**config.mk**
```make
export PLATFORM = sky130hd
export DESIGN_NAME = axmc_top
export DESIGN_NICKNAME = d
export VERILOG_FILES = /design/src/axmc_pkg.sv /design/src/axmc_sync.sv /design/src/axmc_top.sv /design/src/axmc_window.sv
export VERILOG_INCLUDE_DIRS = /design/src
export SDC_FILE = /design/constraint.sdc
export NUM_CORES = 1
export LEC_CHECK = 0
export BUFFER_PORTS_ARGS = -buffer_cell sky130_fd_sc_hd__buf_4
export CAP_MARGIN = 30
export CELL_PAD_IN_SITES_DETAIL_PLACEMENT = 1
export CELL_PAD_IN_SITES_GLOBAL_PLACEMENT = 2
export CORE_ASPECT_RATIO = 1.5
export CORE_UTILIZATION = 32
export CTS_CLUSTER_DIAMETER = 80
export DETAILED_ROUTE_END_ITERATION = 12
export HOLD_SLACK_MARGIN = 0.12
export PLACE_DENSITY = 0.93
export SYNTH_ARGS = -nofsm -noshare
export SYNTH_HDL_FRONTEND = slang
export SYNTH_SLANG_ARGS = --single-unit
```
**constraint.sdc**
```tcl
create_clock -name mclk -period 6.47 [get_ports mclk]
set_clock_uncertainty 0.15 [all_clocks]
set_input_delay 1.294 -clock mclk [delete_from_list [all_inputs] [get_ports mclk]]
set_output_delay 1.294 -clock mclk [all_outputs]
set_load 0.01 [all_outputs]
```
**src/axmc_cfg.svh**
```systemverilog
// Constants for the axis mode and status control block.
`ifndef AXMC_CFG_SVH
`define AXMC_CFG_SVH

// ----------------------------------------------------------------------
// Widths
// ----------------------------------------------------------------------
`define AXMC_POS_W      16
`define AXMC_SPD_W      16
`define AXMC_SYNC_W     5

// ----------------------------------------------------------------------
// Bit positions of the synchronised discrete inputs
// ----------------------------------------------------------------------
`define AXMC_SYN_EN     0
`define AXMC_SYN_START  1
`define AXMC_SYN_JOGP   2
`define AXMC_SYN_JOGN   3
`define AXMC_SYN_SENS   4

// ----------------------------------------------------------------------
// Fields of output_signal_type_select
// ----------------------------------------------------------------------
`define AXMC_SIG_CUR_BIT 0
`define AXMC_SIG_INV_BIT 1

// ----------------------------------------------------------------------
// Reset values
// ----------------------------------------------------------------------
`define AXMC_POS_RST    16'h0000
`define AXMC_SPD_RST    16'h0000
`define AXMC_SYNC_RST   5'h00

`endif

```
**src/axmc_pkg.sv**
```systemverilog
// Types and shared arithmetic of the axis mode and status control block.
`include "axmc_cfg.svh"

package axmc_pkg;

  // --------------------------------------------------------------------
  // Operating modes
  // --------------------------------------------------------------------
  typedef enum logic [3:0] {
    AXMC_OFF  = 4'h1,
    AXMC_HOLD = 4'h2,
    AXMC_AUTO = 4'h4,
    AXMC_JOG  = 4'h8
  } axmc_mode_e;

  // --------------------------------------------------------------------
  // Module state records
  // --------------------------------------------------------------------
  typedef struct packed {
    axmc_mode_e                    mode;
    logic [`AXMC_POS_W-1:0]        target;
    logic signed [`AXMC_SPD_W-1:0] jog_speed;
    logic                          err;
    logic                          ready;
    logic                          drive_en;
    logic                          ctrl_act;
    logic                          sig_cur;
    logic                          sig_inv;
    logic                          en_prev;
    logic                          start_prev;
  } axmc_state_s;

  typedef struct packed {
    logic [`AXMC_SYNC_W-1:0] stage1;
    logic [`AXMC_SYNC_W-1:0] stage2;
  } axmc_sync_s;

  typedef struct packed {
    logic in_window;
  } axmc_window_s;

  // --------------------------------------------------------------------
  // Magnitude of the distance between two positions
  // --------------------------------------------------------------------
  function automatic logic [`AXMC_POS_W-1:0] axmc_abs_diff(
    input logic [`AXMC_POS_W-1:0] a,
    input logic [`AXMC_POS_W-1:0] b
  );
    logic [`AXMC_POS_W-1:0] r;
    r = (a >= b) ? (a - b) : (b - a);
    return r;
  endfunction

endpackage

```
**src/axmc_sync.sv**
```systemverilog
// Two-stage synchroniser for the discrete command pins.
`timescale 1ns/1ps
`include "axmc_cfg.svh"

module axmc_sync
  import axmc_pkg::*;
(
  // Clock and reset
  input  wire logic                    mclk,
  input  wire logic                    rst_b,
  // Pins and synchronised levels
  input  wire logic [`AXMC_SYNC_W-1:0] pins_async,
  output logic      [`AXMC_SYNC_W-1:0] pins_sync
);

  axmc_sync_s q;
  axmc_sync_s d;

  always_comb begin
    d        = q;
    d.stage1 = pins_async;
    d.stage2 = q.stage1;
  end

  always_ff @(posedge mclk or negedge rst_b) begin
    if (!rst_b) begin
      q.stage1 <= `AXMC_SYNC_RST;
      q.stage2 <= `AXMC_SYNC_RST;
    end else begin
      q <= d;
    end
  end

  assign pins_sync = q.stage2;

endmodule

```
**src/axmc_top.sv**
```systemverilog
// Mode control, ready and in-position status of a closed-loop positioning axis.
`timescale 1ns/1ps
`include "axmc_cfg.svh"

// Summary of operation
// - Enable rising initialises the mode logic and clears stored errors.
// - While enabled the controller runs except in jog, ready may assert, drive is enabled.
// - Enable rising loads actual position into the commanded position.
// - Enable low switches the valve drive output off.
// - Start active runs the controller towards the external demand position.
// - Start withdrawn while moving stops within the emergency stop distance.
// - Positive jog with start low moves at the positive manual speed.
// - Negative jog with start low moves at the negative manual speed.
// - Releasing a jog input holds the axis at its present actual position.
// - Start has priority; jog requests are ignored while start is active.
// - Jog still works while the position sensor is missing.
// - Ready asserts only when enabled and no error is present.
// - Ready drops when disabled or on sensor or internal fault.
// - Status is high inside the in-position window, low outside.
// - Signal type select chooses current or voltage and output polarity.
module axmc_top
  import axmc_pkg::*;
(
  // Clock and reset
  input  wire logic                          mclk,
  input  wire logic                          rst_b,
  // Discrete command pins
  input  wire logic                          enable,
  input  wire logic                          start,
  input  wire logic                          manual_jog_positive,
  input  wire logic                          manual_jog_negative,
  // Fault sources
  input  wire logic                          sensor_present,
  input  wire logic                          internal_fault,
  // Sampled positions
  input  wire logic [`AXMC_POS_W-1:0]        pos_actual,
  input  wire logic [`AXMC_POS_W-1:0]        pos_demand,
  // Configuration
  input  wire logic signed [`AXMC_SPD_W-1:0] manual_speed_positive,
  input  wire logic signed [`AXMC_SPD_W-1:0] manual_speed_negative,
  input  wire logic [`AXMC_POS_W-1:0]        estop_distance,
  input  wire logic [`AXMC_POS_W-1:0]        in_position_window,
  input  wire logic [1:0]                    output_signal_type_select,
  // Status outputs
  output logic                               ready,
  output logic                               status,
  output logic                               error_stored,
  // Drive and controller outputs
  output logic                               drive_enable,
  output logic                               drive_current_mode,
  output logic                               drive_polarity_invert,
  output logic                               controller_active,
  output logic                               jog_active,
  output logic [`AXMC_POS_W-1:0]             pos_command,
  output logic signed [`AXMC_SPD_W-1:0]      jog_speed_cmd
);

  // --------------------------------------------------------------------
  // Input synchronisation
  // --------------------------------------------------------------------
  logic [`AXMC_SYNC_W-1:0] pins_async;
  logic [`AXMC_SYNC_W-1:0] pins_sync;
  logic                    en_s;
  logic                    st_s;
  logic                    jp_s;
  logic                    jn_s;
  logic                    sens_s;
  logic                    fault;
  logic                    in_window;

  assign pins_async = {sensor_present, manual_jog_negative, manual_jog_positive,
                       start, enable};

  axmc_sync u_sync (
    .mclk       (mclk),
    .rst_b      (rst_b),
    .pins_async (pins_async),
    .pins_sync  (pins_sync)
  );

  assign en_s   = pins_sync[`AXMC_SYN_EN];
  assign st_s   = pins_sync[`AXMC_SYN_START];
  assign jp_s   = pins_sync[`AXMC_SYN_JOGP];
  assign jn_s   = pins_sync[`AXMC_SYN_JOGN];
  assign sens_s = pins_sync[`AXMC_SYN_SENS];
  assign fault  = !sens_s || internal_fault;

  // --------------------------------------------------------------------
  // State
  // --------------------------------------------------------------------
  axmc_state_s q;
  axmc_state_s d;

  // --------------------------------------------------------------------
  // In-position window
  // --------------------------------------------------------------------
  axmc_window u_window (
    .mclk       (mclk),
    .rst_b      (rst_b),
    .pos_demand (q.target),
    .pos_actual (pos_actual),
    .win_width  (in_position_window),
    .in_window  (in_window)
  );

  // --------------------------------------------------------------------
  // Mode control
  // --------------------------------------------------------------------
  always_comb begin
    logic [`AXMC_POS_W-1:0] remain;
    remain       = axmc_abs_diff(q.target, pos_actual);
    d            = q;
    d.en_prev    = en_s;
    d.start_prev = st_s;
    d.jog_speed  = `AXMC_SPD_RST;
    d.sig_cur    = output_signal_type_select[`AXMC_SIG_CUR_BIT];
    d.sig_inv    = output_signal_type_select[`AXMC_SIG_INV_BIT];
    if (!en_s) begin
      d.mode = AXMC_OFF;
    end else if (!q.en_prev) begin
      d.mode   = AXMC_HOLD;
      d.target = pos_actual;
      d.err    = fault;
    end else begin
      d.err = q.err || fault;
      if (st_s) begin
        d.mode   = AXMC_AUTO;
        d.target = pos_demand;
      end else if (q.start_prev && (q.mode == AXMC_AUTO)) begin
        d.mode = AXMC_HOLD;
        if (remain > estop_distance) begin
          if (q.target > pos_actual) begin
            d.target = pos_actual + estop_distance;
          end else begin
            d.target = pos_actual - estop_distance;
          end
        end
      end else if (jp_s && !jn_s) begin
        d.mode      = AXMC_JOG;
        d.target    = pos_actual;
        d.jog_speed = manual_speed_positive;
      end else if (jn_s && !jp_s) begin
        d.mode      = AXMC_JOG;
        d.target    = pos_actual;
        d.jog_speed = manual_speed_negative;
      end else begin
        d.mode = AXMC_HOLD;
        if (q.mode == AXMC_JOG) begin
          d.target = pos_actual;
        end
      end
    end
    d.drive_en = en_s;
    d.ctrl_act = (d.mode == AXMC_HOLD) || (d.mode == AXMC_AUTO);
    d.ready    = en_s && !d.err;
  end

  always_ff @(posedge mclk or negedge rst_b) begin
    if (!rst_b) begin
      q.mode       <= AXMC_OFF;
      q.target     <= `AXMC_POS_RST;
      q.jog_speed  <= `AXMC_SPD_RST;
      q.err        <= 1'b0;
      q.ready      <= 1'b0;
      q.drive_en   <= 1'b0;
      q.ctrl_act   <= 1'b0;
      q.sig_cur    <= 1'b0;
      q.sig_inv    <= 1'b0;
      q.en_prev    <= 1'b0;
      q.start_prev <= 1'b0;
    end else begin
      q <= d;
    end
  end

  // --------------------------------------------------------------------
  // Outputs
  // --------------------------------------------------------------------
  assign ready                 = q.ready;
  assign status                = in_window;
  assign error_stored          = q.err;
  assign drive_enable          = q.drive_en;
  assign drive_current_mode    = q.sig_cur;
  assign drive_polarity_invert = q.sig_inv;
  assign controller_active     = q.ctrl_act;
  assign jog_active            = (q.mode == AXMC_JOG);
  assign pos_command           = q.target;
  assign jog_speed_cmd         = q.jog_speed;
endmodule

```
**src/axmc_window.sv**
```systemverilog
// Registered in-position window comparator.
`timescale 1ns/1ps
`include "axmc_cfg.svh"

module axmc_window
  import axmc_pkg::*;
(
  // Clock and reset
  input  wire logic                   mclk,
  input  wire logic                   rst_b,
  // Positions and window width
  input  wire logic [`AXMC_POS_W-1:0] pos_demand,
  input  wire logic [`AXMC_POS_W-1:0] pos_actual,
  input  wire logic [`AXMC_POS_W-1:0] win_width,
  // Result
  output logic                        in_window
);

  axmc_window_s q;
  axmc_window_s d;

  always_comb begin
    d           = q;
    d.in_window = (axmc_abs_diff(pos_demand, pos_actual) <= win_width);
  end

  always_ff @(posedge mclk or negedge rst_b) begin
    if (!rst_b) begin
      q.in_window <= 1'b0;
    end else begin
      q <= d;
    end
  end

  assign in_window = q.in_window;

endmodule

```
==> results of run 1 <==
[power by group]
group / switching [µW] / total, µW / internal [µW]
combinational: 639 / 1160 / 521
clock: 154 / 302 / 149
sequential: 28.0 / 394 / 366
[what timing repair did]
action | CTS | global route
setup endpoints to repair | 0 | 5
resized for setup | 0 | 1
setup buffers | 0 | 0
[worst max-delay path: cells and delay by family]
kind	cells	cell delay (ps)
AO/OA/AOI/OAI	7	1500
adder cells (fa/ha/maj)	3	750
buffers and inverters	3	400
multiplexers	2	600
AND/OR/NAND/NOR	6	1500
[cells by family after synthesis]
kind of cell             synth area share
adder cells (fa/ha/maj)             0.183
multiplexers                       0.0399
AND/OR/NAND/NOR                     0.136
flip-flops                          0.230
buffers and inverters               0.116
AO/OA/AOI/OAI                       0.240
XOR/XNOR                           0.0552
[state kept, by name, indices dropped and copies added (netlist names), 5 cells and up]
register / count
u_sync.pins_sync: 5
q: 6
pos_command: 16
u_sync.d: 5
jog_speed_cmd: 16
[layout make-up]
cell class | count | area, µm² | share of cell area
inverters | 84 | 315 | 0.0438
flip-flops and latches | 54 | 1350 | 0.188
repair buffers | 166 | 1260 | 0.175
clock buffers | 5 | 125 | 0.0174
multi-input cells | 521 | 3840 | 0.534
well taps | 217 | 272 | 0.0377
clock inverters | 3 | 28.8 | 0.00400
[worst paths after layout]
path	from	to	slack [ps]	cells past startpoint
setup / recovery	pos_actual[0]	pos_command[2]$_DFFE_PN0P_	460	21
hold / removal	u_sync.d[1]$_DFF_PN0_	u_sync.pins_sync[1]$_DFF_PN0_	210	0
setup reg to reg	pos_command[0]$_DFFE_PN0P_	pos_command[2]$_DFFE_PN0P_	1040	21
hold reg to reg	u_sync.d[1]$_DFF_PN0_	u_sync.pins_sync[1]$_DFF_PN0_	210	0
max in group asynchronous	rst_b	pos_command[10]$_DFFE_PN0P_	4790	1
min in group asynchronous	rst_b	drive_polarity_invert$_DFF_PN0_	890	1
[metal layers]
| metal | track usage | vias up | part of all wire |
|---|---|---|---|
| li1 | - | 2742 | - |
| met1 | 0.222 | 2770 | 0.37 |
| met2 | 0.439 | 131 | 0.57 |
| met3 | 0.0209 | 32 | 0.033 |
| met4 | 0.0748 | 0 | 0.024 |
| met5 | 0 | - | 0 |
[through the flow]
step	std cells	instance area, µm²	utilization
after floorplan	715	5870	-
after global placement	1042	7040	0.393
after detailed placement	1042	7040	0.393
after CTS	1050	7200	0.401
after global routing	1050	7200	0.401
final	1050	7200	0.401
[placed cells by master (no fill, tap or decap), types with 14 or more instances in the layout]
master	netlist	routed
dfrtp_1	53	53
a22oi_1	22	22
o21ai_0	37	37
inv_1	83	83
nor2_1	54	54
a21oi_1	53	53
ha_1	81	81
buf_4	35	165
xnor2_1	26	26
nand2_1	39	39
mux2i_1	14	14
a21o_1	19	19
==> results.sh, run 1 <==
export IMPL_status="completed"
export IMPL_io_pins=146
export IMPL_place_ws_ps=-4.92
export IMPL_netlist_area_um2=5870
export IMPL_vias=5675
export IMPL_antenna_found_initial=0
export IMPL_numPortBuffers=145
export IMPL_ys_async_sr_fraction=1.00
export IMPL_htreeDepth=2
export IMPL_cellPowerDensity_nw_per_um2=258
export IMPL_ys_flop_type="dfrtp_1"
export IMPL_arrival_ps=6060
export IMPL_synth_nets=905
export IMPL_finalHoldViolations=0
export IMPL_syn2layout_area_growth_pct=22.6
export IMPL_path_max_fanout=28
export IMPL_fin_nets=1022
export IMPL_slowest_stage="o311ai_1"
export IMPL_p_leak_uw=0.00360
export IMPL_avgViaCountPerCell=5.40
export IMPL_rows=60
export IMPL_rsz0062_at_grt="false"
export IMPL_finalCritPeriodShare=0.929
export IMPL_yosysWarnings=0
export IMPL_die_h_um=168
export IMPL_cp_cell_sequence="buf_4 -> ha_1 -> inv_1 -> fa_1 -> nand3_1 -> a21oi_1 -> o21ba_2 -> or3_4 -> mux2_2 -> or4b_1 -> o2111ai_1 -> nor3_1 -> ha_1 -> a21o_1 -> a21o_1 -> a21oi_1 -> nand2_1 -> o311ai_1 -> nand3_1 -> buf_12 -> mux2_2"
export IMPL_drv_slew=0
export IMPL_final_setup_tns_ps=0
export IMPL_grt_pass1_wl_mm=31.7
export IMPL_synth_edf_count=0
export IMPL_grt_ovfl_total=0
export IMPL_worst_pin_slew_ps=1070
export IMPL_die_x_um=113
export IMPL_critPathKind="input pin to flop"
export IMPL_postSynthAreaPerCell_um2=8.21
export IMPL_cts_tree="yes"
export IMPL_setup_viol=0
export IMPL_ys_top_cells_by_area="dfrtp_1 (23%), ha_1 (17%), inv_1 (5.3%)"
export IMPL_cts_max_path_buffers=2
export IMPL_hold_buffers=0
export IMPL_grt_max_degree=55
export IMPL_yosysMostFrequentCell="inv_1"
export IMPL_p_total_uw=1860
export IMPL_drive_gt1_frac=0.233
export IMPL_timing_hold_ws_ps=205
export IMPL_synth_distinct_cells=71
export IMPL_min_period_ps=6010
export IMPL_ir_worst_vdd_mv=0.120
export IMPL_num_antenna_cells=0
export IMPL_synth_area_leader_cell="dfrtp_1"
export IMPL_required_ps=6520
export IMPL_endpoint_kind="flop"
export IMPL_synth_top_cell_area_share=0.226
export IMPL_synthTopCellsByCount="inv_1 (83), ha_1 (81), nor2_1 (54), a21oi_1 (53), dfrtp_1 (53)"
export IMPL_cp_start_kind="input pin"
export IMPL_wire_per_inst_um=19.4
export IMPL_clock_root_buffer="clkbuf_16"
export IMPL_ant_nets=0
export IMPL_core_area_um2=17900
export IMPL_clkTransAtPathRegs_ps=80
export IMPL_cts_inserted_buffers=5
export IMPL_fillers=2169
export IMPL_dp_hpwl_mm=16.9
export IMPL_hold_path_class="flop to flop"
export IMPL_cts_sinks=54
export IMPL_drv_cap=0
export IMPL_fmax_mhz=166
export IMPL_grt_usage=0.215
export IMPL_start_util=0.327
export IMPL_worst_slack_ps=460
export IMPL_synth_cells=715
export IMPL_wl_mm=20.3
export IMPL_die_area_um2=18900
export IMPL_seq_area_frac_synth=0.230
export IMPL_ys_ff_latch=54
export IMPL_relSlewSlack=0.287
export IMPL_grt_pass1_vias=6217
export IMPL_clk_latency_ps=310
export IMPL_max_stage_delay_ps=500
export IMPL_place_congestion=0.897
export IMPL_drtIter0Drc=205
export IMPL_drc_errors=0
export IMPL_firstDrtPassIters=5
No activity file was read; power rests on OpenSTA's default activity.
==> run 2: changes to the inputs <==
Clock period 6.47 ns to 6.9 ns, I/O delays scaled along.
==> run 2 against run 1 <==
Global-route usage down 0.18 points. First-iteration DRC count fell by 19%. Routed wire length decreased by 2.7%. Critical path depth unchanged. Combinational power is 9% lower. Register-to-register slack better by 350 ps. Die area stayed put. Via count fell by 0.74%. Final cell count down 1.0%. Power decreased by 8.6%. Count of clock-buffer cells in the layout is the same. Worst setup slack better by 160 ps. Critical path type unchanged. Largest power group unchanged. Highest routed layer unchanged.
==> results.sh, run 2 (same netlist as run 1, synthesis figures left out) <==
export IMPL_status="completed"
export IMPL_p_total_uw=1700
export IMPL_firstDrtPassIters=4
export IMPL_hold_path_class="flop to flop"
export IMPL_num_antenna_cells=0
export IMPL_grt_busiest_layer="met2"
export IMPL_slowest_stage="or3_4"
export IMPL_cts_resized=0
export IMPL_grt_ovfl_total=0
export IMPL_p_leak_uw=0.00354
export IMPL_die_x_um=113
export IMPL_arrival_ps=6340
export IMPL_place_congestion=0.903
export IMPL_min_period_ps=6280
export IMPL_cts_max_path_buffers=2
export IMPL_grt_max_degree=55
export IMPL_io_pins=146
export IMPL_use_met2=0.422
export IMPL_cts_tree="yes"
export IMPL_avgViaCountPerCell=5.42
export IMPL_relSlewSlack=0.410
export IMPL_syn2layout_area_growth_pct=21.0
export IMPL_htreeDepth=2
export IMPL_fmax_mhz=159
export IMPL_clkTransAtPathRegs_ps=80
export IMPL_met3_usage=0.0284
export IMPL_final_setup_tns_ps=0
export IMPL_rsz0062_at_grt="false"
export IMPL_met1_usage=0.217
export IMPL_cts_sinks=54
export IMPL_fin_nets=1011
export IMPL_fin_util=0.396
export IMPL_rows=60
export IMPL_worst_pin_slew_ps=885
export IMPL_cellPowerDensity_nw_per_um2=239
export IMPL_core_area_um2=17900
export IMPL_path_max_fanout=20
export IMPL_hold_buffers=0
export IMPL_grt_usage=0.214
export IMPL_ant_nets=0
export IMPL_drtIter0Drc=166
export IMPL_drv_slew=0
export IMPL_max_stage_delay_ps=550
export IMPL_finalHoldViolations=0
export IMPL_required_ps=6950
export IMPL_cp_start_kind="input pin"
export IMPL_dp_hpwl_mm=16.6
export IMPL_cp_cell_sequence="buf_4 -> inv_1 -> ha_1 -> a21oi_1 -> a21oi_1 -> o21ba_2 -> or3_4 -> mux2_2 -> or4b_1 -> o2111ai_1 -> nor3_1 -> ha_1 -> a21o_1 -> a21o_1 -> a21oi_1 -> nand2_1 -> o311ai_0 -> buf_4 -> nand3_1 -> buf_4 -> mux2_2"
export IMPL_clk_latency_ps=310
export IMPL_vias=5633
export IMPL_drive_gt1_frac=0.223
export IMPL_wl_mm=19.8
export IMPL_critPathKind="input pin to flop"
export IMPL_post_cts_buffers=0
export IMPL_clock_root_buffer="clkbuf_16"
export IMPL_final_common_cell="buf_4"
export IMPL_setup_viol=0
export IMPL_drc_errors=0
export IMPL_grt_pass1_vias=6107
export IMPL_die_area_um2=18900
export IMPL_antenna_found_initial=0
export IMPL_ir_worst_vdd_mv=0.137
export IMPL_cts_inserted_buffers=5
export IMPL_endpoint_kind="flop"
export IMPL_drv_cap=0
export IMPL_wire_per_inst_um=19.0
export IMPL_grt_pass1_wl_mm=31.2
export IMPL_numPortBuffers=145
export IMPL_start_util=0.327
export IMPL_final_cell_mix="buf_4 (155), inv_1 (83), ha_1 (81), nor2_1 (54)"
export IMPL_finalCritPeriodShare=0.911
export IMPL_die_h_um=168
-- run 2: cell types whose count changed in the layout (fill, tap and decap cells not counted) --
cell | before | now
buf_4 | 165 | 155
buf_12 | 1 | 0
o311ai_0 | 1 | 2
o311ai_1 | 1 | 0
-- run 2: area by class of cell --
cell class / count / area, µm²
Clock buffer: 5 / 125
Clock inverter: 3 / 28.8
Tap cell: 217 / 272
Sequential cell: 54 / 1350
Fill cell: 2187 / 10800
Inverter: 84 / 315
Timing Repair Buffer: 155 / 1160
Multi-Input combinational cell: 521 / 3840
-- run 2: report_power, final --
| group | internal (µW) | total [µW] | switching [µW] |
|---|---|---|---|
| clock network | 139 | 274 | 135 |
| registers | 343 | 371 | 28.5 |
| logic | 465 | 1050 | 587 |
-- run 2: path summary, 6_finish.rpt --
kind,end,depth (start not counted),slack (ps),startpoint
worst max-delay path,pos_command[2]$_DFFE_PN0P_,21,620,pos_actual[3]
worst min-delay path,u_sync.pins_sync[1]$_DFF_PN0_,0,200,u_sync.d[1]$_DFF_PN0_
worst max register to register,pos_command[2]$_DFFE_PN0P_,22,1390,pos_command[0]$_DFFE_PN0P_
worst min register to register,u_sync.pins_sync[1]$_DFF_PN0_,0,200,u_sync.d[1]$_DFF_PN0_
max in group asynchronous,pos_command[13]$_DFFE_PN0P_,1,5130,rst_b
min in group asynchronous,drive_polarity_invert$_DFF_PN0_,1,970,rst_b
-- run 2: per-layer routing --
metal / vias to the layer above / routed length [µm] / part of all wire
met5: - / 0 / 0
met3: 39 / 657 / 0.033
li1: 2717 / - / -
met2: 131 / 11000 / 0.56
met4: 0 / 732 / 0.037
met1: 2746 / 7380 / 0.37
-- run 2: through the flow --
stage / cells / hold slack, ps / setup WS (ps) / area (µm²)
final: 1039 / 201 / 616 / 7100
after global routing: 1039 / 214 / 401 / 7100
after CTS: 1038 / 205 / 622 / 7090
after detailed placement: 1030 / 186 / 341 / 6940
after global placement: 1030 / 181 / 477 / 6940
after floorplan: 715 / 181 / 831 / 5870
-- run 2: worst max-delay path: cells and delay by family --
kind	cells	cell delay, ps
simple gates	5	1290
compound gates	8	1850
buf+inv	4	600
fa+ha+maj	2	590
mux	2	620
==> run 3: changes to the inputs <==
Settings changed: CORE_ASPECT_RATIO 1.5 to not set, CORE_MARGIN set to 1.5.
==> run 3 against run 2 <==
Register-to-register slack gained 30 ps. Die area rose by 1.4%. Count of clock-buffer cells in the layout stayed put. Sequential share of layout area hardly changed.
==> results.sh, run 3 (same netlist as run 1, synthesis figures left out) <==
export IMPL_path_max_fanout=20
export IMPL_clk_latency_ps=300
export IMPL_rows=49
export IMPL_cellPowerDensity_nw_per_um2=240
export IMPL_grt_usage=0.203
export IMPL_setup_viol=0
export IMPL_slowest_stage="ha_1"
export IMPL_hold_buffers=0
export IMPL_fin_nets=1009
export IMPL_arrival_ps=6320
export IMPL_post_dp_cell_area_um2=6930
export IMPL_die_area_um2=19200
export IMPL_min_period_ps=6280
export IMPL_rsz0062_at_grt="false"
export IMPL_timing_hold_ws_ps=202
export IMPL_rrSetupSlack_ps=1420
export IMPL_fmax_mhz=159
export IMPL_firstDrtPassIters=4
export IMPL_critPathKind="input pin to flop"
export IMPL_die_h_um=138
export IMPL_start_util=0.327
export IMPL_cp_start_kind="input pin"
export IMPL_ir_worst_vdd_mv=0.0969
export IMPL_wire_per_inst_um=18.5
export IMPL_finalCritPeriodShare=0.910
export IMPL_cpLargestDelayFamily="simple AND/OR/NAND/NOR gates"
export IMPL_post_cts_buffers=0
export IMPL_wl_mm=19.4
export IMPL_p_leak_uw=0.00353
export IMPL_worst_pin_slew_ps=853
export IMPL_dp_hpwl_mm=16.0
export IMPL_cts_max_path_buffers=2
export IMPL_design_area_um2=7100
export IMPL_drive_gt1_frac=0.220
export IMPL_max_stage_delay_ps=500
export IMPL_cts_sinks=54
export IMPL_io_pins=146
export IMPL_hold_path_class="flop to flop"
export IMPL_cpMostUsedCell="buf_4"
export IMPL_numPortBuffers=145
export IMPL_relSlewSlack=0.424
export IMPL_endpoint_kind="flop"
export IMPL_drc_errors=0
export IMPL_final_cell_mix="buf_4 (153), inv_1 (83), ha_1 (81), nor2_1 (54)"
export IMPL_die_x_um=138
export IMPL_ant_nets=0
export IMPL_grt_max_degree=55
export IMPL_cp_buffers_inverters=4
export IMPL_cts_resized=0
export IMPL_final_setup_tns_ps=0
export IMPL_core_area_um2=18000
export IMPL_final_common_cell="buf_4"
export IMPL_clock_root_buffer="clkbuf_16"
export IMPL_num_antenna_cells=0
export IMPL_htreeDepth=2
export IMPL_vias=5521
export IMPL_required_ps=6940
export IMPL_finalHoldViolations=0
export IMPL_antenna_found_initial=0
export IMPL_grt_pass1_vias=5734
export IMPL_drv_slew=0
export IMPL_drv_cap=0
export IMPL_grt_pass1_wl_mm=31.3
export IMPL_grt_ovfl_total=0
export IMPL_cts_inserted_buffers=5
export IMPL_avgViaCountPerCell=5.26
export IMPL_cts_tree="yes"
export IMPL_drtIter0Drc=229
export IMPL_clkTransAtPathRegs_ps=80
export IMPL_syn2layout_area_growth_pct=20.9
export IMPL_status="completed"
export IMPL_cp_cell_sequence="buf_4 -> inv_1 -> ha_1 -> and3_1 -> nand4_1 -> o21ba_2 -> or3_4 -> mux2_2 -> or4b_1 -> o2111ai_1 -> nor3_1 -> ha_1 -> a21o_1 -> a21o_1 -> a21oi_1 -> nand2_1 -> o311ai_0 -> buf_4 -> nand3_1 -> buf_4 -> mux2_2"
export IMPL_place_congestion=0.896
## run 3: through the flow
step | util | total power, µW | worst slack, ps | std cells
CTS | 0.395 | 1710 | 664 | 1048
global placement | 0.386 | 1410 | 437 | 1040
floorplan | - | 1120 | 831 | 715
detailed placement | 0.386 | 1430 | 348 | 1040
finish | 0.395 | 1710 | 621 | 1049
global route | 0.395 | 1850 | 230 | 1049
## run 3: routing by layer
layer  wire length, µm  vias to the layer above  global-route usage  share of wire
li1                  -                     2710                   -              -
met1              9050                     2670               0.272           0.47
met2              9390                      125               0.349           0.48
met3               653                       16              0.0263          0.034
met4               325                        0              0.0471          0.017
met5                 0                        -                   0              0
## run 3: final timing paths
path / from / depth (start not counted) / to
worst max-delay path: pos_actual[12] / 21 / pos_command[2]$_DFFE_PN0P_
worst min-delay path: u_sync.d[0]$_DFF_PN0_ / 0 / u_sync.pins_sync[0]$_DFF_PN0_
worst max register to register: pos_command[12]$_DFFE_PN0P_ / 19 / pos_command[2]$_DFFE_PN0P_
worst min register to register: u_sync.d[0]$_DFF_PN0_ / 0 / u_sync.pins_sync[0]$_DFF_PN0_
max in group asynchronous: rst_b / 1 / u_sync.pins_sync[4]$_DFF_PN0_
min in group asynchronous: rst_b / 1 / pos_command[10]$_DFFE_PN0P_
## run 3: layout make-up
cell class,count,area (µm²)
Inverter,84,315
Fill cell,2196,10900
Multi-Input combinational cell,521,3840
Sequential cell,54,1350
Clock buffer,5,125
Tap cell,229,287
Timing Repair Buffer,153,1150
Clock inverter,3,28.8
## run 3: report_power, final
group	internal, µW	switching [µW]	total [µW]
Combinational	461	606	1070
Clock	139	132	271
Sequential	343	26.1	369
